**src/include/shift32_pkg.sv**
```systemverilog
// Shared constants and types for the 32-stage left/right shift register.
package shift32_pkg;

  // Chain length and the positions of the two end stages.
  localparam int STAGE_COUNT = 32;
  localparam int STAGE_FIRST = 0;
  localparam int STAGE_LAST = STAGE_COUNT - 1;

  // Value of every stage and output after reset.
  localparam logic STAGE_RESET = 1'h0;
  localparam logic OUT_RESET = 1'h0;

  // Pin synchroniser length, in flip-flops.
  localparam int SYNC_DEPTH = 2;

  // Position of each pin inside the pin bundle.
  localparam int PIN_CLOCK = 5;
  localparam int PIN_DIR_LEFT = 4;
  localparam int PIN_LOAD_SERIAL = 3;
  localparam int PIN_INHIBIT = 2;
  localparam int PIN_RIGHT_IN = 1;
  localparam int PIN_LEFT_IN = 0;
  localparam int PIN_COUNT = 6;

  // Reset value of the pin bundle and its synchroniser.
  localparam logic [PIN_COUNT-1:0] PINS_RESET = 6'h00;

  // Everything the surrounding logic drives, sampled together as one bundle.
  typedef struct packed {
    logic shiftClk;
    logic dirLeft;
    logic loadSerial;
    logic clockInhibit;
    logic shiftRightIn;
    logic shiftLeftIn;
  } pins_t;

  // Decoded action for one shift clock rising edge.
  typedef enum logic [1:0] {
    ACT_HOLD = 2'b00,
    ACT_RIGHT = 2'b01,
    ACT_LEFT = 2'b10
  } action_t;

endpackage

```
**src/rtl/shift_stage.sv**
```systemverilog
// One master-slave storage stage of the shift chain with its direction mux.
`timescale 1ns/1ps

module shift_stage
  import shift32_pkg::*;
(
  input wire logic clk,
  input wire logic rst,
  input wire logic fromLeft,
  input wire logic fromRight,
  input wire logic shiftRight,
  input wire logic shiftLeft,
  output logic q
);

  logic stage_q;
  logic stage_d;
  wire logic nextBit = shiftRight ? fromLeft : fromRight;

  // static stage store
  // The stage keeps its content on every cycle with no shift request.
  assign stage_d = (shiftRight || shiftLeft) ? nextBit : stage_q;

  always_ff @(posedge clk or posedge rst) begin
    if (rst) begin
      stage_q <= STAGE_RESET;
    end else begin
      stage_q <= stage_d;
    end
  end

  assign q = stage_q;

endmodule

```
**src/rtl/shift_reg_32_left_right.sv**
```systemverilog
// Top of the 32-stage left/right static shift register with recirculation.
//
// Contract
// Thirty-two static stages hold data while idle.
// Direction low, serial: right input enters stage 1.
// Direction high, serial: left input enters stage 32.
// End stages reach outputs on next falling edge.
// Clock inhibit high blocks every shift.
// Recirculate right: stage 32 feeds stage 1.
// Recirculate left: stage 1 feeds stage 32.
// Left output shows stage 1, right shows 32.
// Driver keeps controls stable around rising edges.
`timescale 1ns/1ps

module shift_reg_32_left_right
  import shift32_pkg::*;
#(
  parameter int STAGES = STAGE_COUNT
)
(
  input wire logic clk,
  input wire logic rst,
  input wire logic shiftClk,
  input wire logic dirLeft,
  input wire logic loadSerial,
  input wire logic clockInhibit,
  input wire logic shiftRightIn,
  input wire logic shiftLeftIn,
  output logic shiftLeftOut,
  output logic shiftRightOut
);

  localparam int LAST = STAGES - 1;

  // Two-flop synchroniser for all pins. The first rank is read only by the second.
  pins_t pinsRaw;
  logic [PIN_COUNT-1:0] meta_q;
  logic [PIN_COUNT-1:0] sync_q;
  pins_t pins;

  assign pinsRaw = '{
    shiftClk: shiftClk,
    dirLeft: dirLeft,
    loadSerial: loadSerial,
    clockInhibit: clockInhibit,
    shiftRightIn: shiftRightIn,
    shiftLeftIn: shiftLeftIn
  };

  always_ff @(posedge clk or posedge rst) begin
    if (rst) begin
      meta_q <= PINS_RESET;
      sync_q <= PINS_RESET;
    end else begin
      meta_q <= pinsRaw;
      sync_q <= meta_q;
    end
  end

  assign pins = pins_t'(sync_q);

  // Previous synchronised shift clock level, for edge detection.
  logic clkPrev_q;

  always_ff @(posedge clk or posedge rst) begin
    if (rst) begin
      clkPrev_q <= 1'h0;
    end else begin
      clkPrev_q <= pins.shiftClk;
    end
  end

  wire logic riseEdge = pins.shiftClk && !clkPrev_q;
  wire logic fallEdge = !pins.shiftClk && clkPrev_q;

  // Controls are sampled with the same synchroniser delay as the clock pin, so
  // a driver that holds them steady around the edge is seen consistently.
  // controls sampled at edge
  // inhibit blocks shift
  action_t action;
  assign action = (!riseEdge || pins.clockInhibit) ? ACT_HOLD :
                  (pins.dirLeft ? ACT_LEFT : ACT_RIGHT);

  wire logic shiftRight = (action == ACT_RIGHT);
  wire logic shiftLeft = (action == ACT_LEFT);

  // Stage contents, index 0 is stage 1 and index LAST is stage 32.
  logic [STAGES-1:0] stageQ;

  // serial right entry
  // recirculate right entry
  wire logic rightEntry = pins.loadSerial ? pins.shiftRightIn : stageQ[LAST];
  // serial left entry
  // recirculate left entry
  wire logic leftEntry = pins.loadSerial ? pins.shiftLeftIn : stageQ[0];

  // chain of storage stages
  genvar i;
  generate
    for (i = 0; i < STAGES; i++) begin : gStage
      wire logic fromLeft = (i == 0) ? rightEntry : stageQ[(i == 0) ? 0 : i - 1];
      wire logic fromRight = (i == LAST) ? leftEntry : stageQ[(i == LAST) ? LAST : i + 1];
      shift_stage uStage (
        .clk(clk),
        .rst(rst),
        .fromLeft(fromLeft),
        .fromRight(fromRight),
        .shiftRight(shiftRight),
        .shiftLeft(shiftLeft),
        .q(stageQ[i])
      );
    end
  endgenerate

  // The end stages are copied out only on a falling edge, so a value loaded on a
  // rising edge is not visible until the clock returns low, which lets a
  // cascaded register with a slow clock edge capture the old bit safely.
  logic leftOut_q;
  logic leftOut_d;
  logic rightOut_q;
  logic rightOut_d;

  // outputs on falling edge
  // end stages to outputs
  assign leftOut_d = fallEdge ? stageQ[0] : leftOut_q;
  assign rightOut_d = fallEdge ? stageQ[LAST] : rightOut_q;

  always_ff @(posedge clk or posedge rst) begin
    if (rst) begin
      leftOut_q <= OUT_RESET;
      rightOut_q <= OUT_RESET;
    end else begin
      leftOut_q <= leftOut_d;
      rightOut_q <= rightOut_d;
    end
  end

  assign shiftLeftOut = leftOut_q;
  assign shiftRightOut = rightOut_q;
endmodule

```
**config.mk**
```make
export PLATFORM = sky130hd
export DESIGN_NAME = shift_reg_32_left_right
export DESIGN_NICKNAME = d
export VERILOG_FILES = /design/src/include/shift32_pkg.sv /design/src/rtl/shift_stage.sv /design/src/rtl/shift_reg_32_left_right.sv
export SDC_FILE = /design/constraint.sdc
export NUM_CORES = 1
export LEC_CHECK = 0
export BUFFER_PORTS_ARGS = -buffer_cell sky130_fd_sc_hd__buf_2
export CORE_MARGIN = 1.5
export CORE_UTILIZATION = 55
export CTS_BUF_LIST = sky130_fd_sc_hd__clkbuf_2 sky130_fd_sc_hd__clkbuf_4 sky130_fd_sc_hd__clkbuf_8
export CTS_CLUSTER_DIAMETER = 120
export DETAILED_ROUTE_END_ITERATION = 7
export GPL_ROUTABILITY_DRIVEN = 0
export PLACE_DENSITY = 0.84
export SYNTH_ARGS = -nofsm -noshare
export SYNTH_HDL_FRONTEND = slang
export SYNTH_HIERARCHICAL = 1
export SYNTH_SLANG_ARGS = --single-unit
```
**constraint.sdc**
```tcl
create_clock -name clk -period 7.4 [get_ports clk]
set_input_delay 0.74 -clock clk [delete_from_list [all_inputs] [get_ports clk]]
set_output_delay 0.74 -clock clk [all_outputs]
set_load 0.02 [all_outputs]
```
==> impl_results.md <==
- Total power: around 0.00045 W
- Largest cells by area after synthesis: dfrtp_1 59%, mux2i_1 16%, o21ai_1 8.1%, inv_1 6.2%, nand2_1 6.0%
- DR DRC count: 0
- Final setup vio count: 0
- Initial DRC Count: 63
- Endpoint class of the critical path: flip-flop
- Least-Margin Pin Slew: 1.05 ns
- CTS sink cnt: 47
- DR pass1 iterations: 4
- Routed WL per cell: approximately 13 um
- WP data required: 7.62 ns
- Initial antenna violation count: 0
- Worst-Skew Late Latency: 0.36 ns
- Initial Utilization: 0.587
- Cell Area, Synth: 0.00199 mm2
- Top cells by count, synth: 47 x dfrtp_1, 33 x inv_1, 32 x mux2i_1, 32 x nand2_1, 32 x o21ai_1
- Hold path start: meta_q[4]$_DFF_PP0_
- Met2 Usage GRT: 0.295
- P_leak: 1.04 nW
- Minimum clock period: approximately 2.0 ns
- Clk buf depth: 2
- R2r startpoint: clkPrev_q$_DFF_PP0_
- CP endpoint: gStage[31].uStage/q$_DFFE_PP0P_
- Tcrit/Tclk final: 0.264
- CTS tree: yes
- Final HPWL DP: approximately 2000 um
- Most frequent cell after synthesis: dfrtp_1
- Clock root buffer: clkbuf_4
- Crit-path slowest cell: and4bb_2
- Crit Path Class: flip-flop to flip-flop
- Cts hold-fix bufs: 0
- Die H: 63.1 um
- Post-CTS resize count: 0
- Number of CTS-inserted buffers: 5
- Reg2reg path depth: 3
- CP bufs+invs: 0
- Max-cap viol count: 0
- RSZ-0062 raised after global routing: no
- Nets: around 210
- CP Depth: 3
- CP top delay family: simple AND/OR/NAND/NOR gates
- GR Util met3: 0.0589
- CTS clk-pin slew, worst paths: 0.11 ns
- Port Buffers: 9
- GRT Max-Usage Layer: met2
- Worst Path Max Fanout: 32
- Die X: 63.1 um
- Avg Inst Size Synth: roughly 11 um2
- Final hold vios: 0
- Crit path largest cell delay: 1.02 ns
- Met1 global-route usage: 0.217
- Via-per-instance ratio: between 5 and 6
- Die area: around 0.004 mm2
- Number of core rows: 21
- Seq/Total Area, Yosys: 0.592
- Top_reg_cell synth: dfrtp_1
- PD cells: 210 mW/mm2
- Maximum vdd drop: 0.000182 V
- Post-synth ARST share: 1.00
- Ys Warns: 6
- Diode count: 0
- Slew HR: 0.301
- Netlist cell types: 10
- H-Tree Depth: 2
- First-pass GRT wire length: 5460 um
- Core area: 0.00339 mm2
- Mapped Nets: 191
- R2r endpoint: gStage[31].uStage/q$_DFFE_PP0P_
- Post-CTS Setup Bufs: 0
- Drt total wl: 3090 um
- Area share of the largest cell type after synthesis: 0.592
- Worst Setup SP: clkPrev_q$_DFF_PP0_
- Slew Limit Fails: 0
- # IOs: 10
- Global route overflow: 0
- Via count: 1261
- Post-route ant nets: 0
- TNS Setup: 0 ns
- Worst Skew: 0.0144 ns
- R2R setup slack: 5.44 ns
- Tot GR Track Use: 0.182
- Synth Instances: between 150 and 200
- Largest net degree at the start of global routing: 65
- Area Overhead vs Synth: 8.75%
- Crit path cell chain: and4bb_2, mux2i_1, o21ai_1
- Vias in the first global route: about 1300
- Worst Hold Class: flip-flop to flip-flop
- Layout cell share with drive strength beyond 1: 0.124
- #FFs+latches synth: between 40 and 50
- Run status: finished clean
- Post-synth EDFFs: 0
- Peak Freq: around 500 MHz
- Crit path DAT: 2.18 ns
- Cell taking the most area after synthesis: dfrtp_1
- Worst setup SP type: flip-flop
## cells in the final DEF, fill, tap and decap left out
cell	count
dfrtp_1	47
inv_1	33
mux2i_1	32
nand2_1	32
o21ai_1	32
buf_2	9
clkbuf_4	7
mux2_2	2
mux2_4	2
nor4b_2	1
and4bb_2	1
nand2b_4	1
clkinv_2	1
buf_4	1
## worst register-to-register path: stages (launching register included)
cell and delay [ns]:
dfrtp_1 0.44, and4bb_2 1.02, mux2i_1 0.30, o21ai_1 0.08
## final cells by class
type,instances,area [um2]
Clock buffer,7,52.6
Clock inverter,1,5.00
Fill cell,304,1230
Inverter,33,124
Multi-Input combinational cell,103,694
Sequential cell,47,1180
Tap cell,46,57.6
Timing Repair Buffer,10,52.6
## power breakdown
| group | switching (W) | internal, W |
|---|---|---|
| combinational | 0.0000254 | 0.0000208 |
| sequential | 0.0000133 | 0.000274 |
| clock | 0.0000757 | 0.0000445 |
| total | 0.000114 | 0.000339 |
## worst min-delay path by stage
stage                     cells after the start           endpoint  slack, ns
after floorplan                               0  pins[0]$_DFF_PP0_       0.33
after global placement                        0  pins[0]$_DFF_PP0_       0.33
after CTS                                     0  pins[4]$_DFF_PP0_       0.37
after detailed placement                      0  pins[4]$_DFF_PP0_       0.34
final                                         0  pins[4]$_DFF_PP0_       0.36
after global routing                          0  pins[4]$_DFF_PP0_       0.37
## flip-flops by register name, summed over array words and instances (netlist names)
register / flops
pins: 6
shiftLeftOut: 1
shiftRightOut: 1
meta_q: 6
gStage.uStage/q: 32
clkPrev_q: 1
## layer usage
layer  wire length [um]  part of all wire
met1               1480              0.48
met2               1430              0.46
met3                113             0.037
met4                 65             0.021
met5                  0                 0
## cell families after synthesis
logic type,after synthesis,synth area share
flip-flops,47,0.592
multiplexers,36,0.188
AO/OA/AOI/OAI,32,0.0806
buffers and inverters,33,0.0623
AND/OR/NAND/NOR,35,0.0780
## metrics by stage
stage	hold slack [ns]	cell area [um2]	instances	setup slack, ns	util
4_1_cts	0.368	2160	247	5.43	0.638
2_1_floorplan	0.331	1990	183	1.60	-
3_5_place_dp	0.340	2100	239	5.44	0.621
6_report	0.362	2160	247	5.44	0.638
5_1_grt	0.372	2160	247	5.30	0.638
3_3_place_gp	0.332	2100	239	5.47	0.621
No activity file was read; power rests on OpenSTA's default activity.
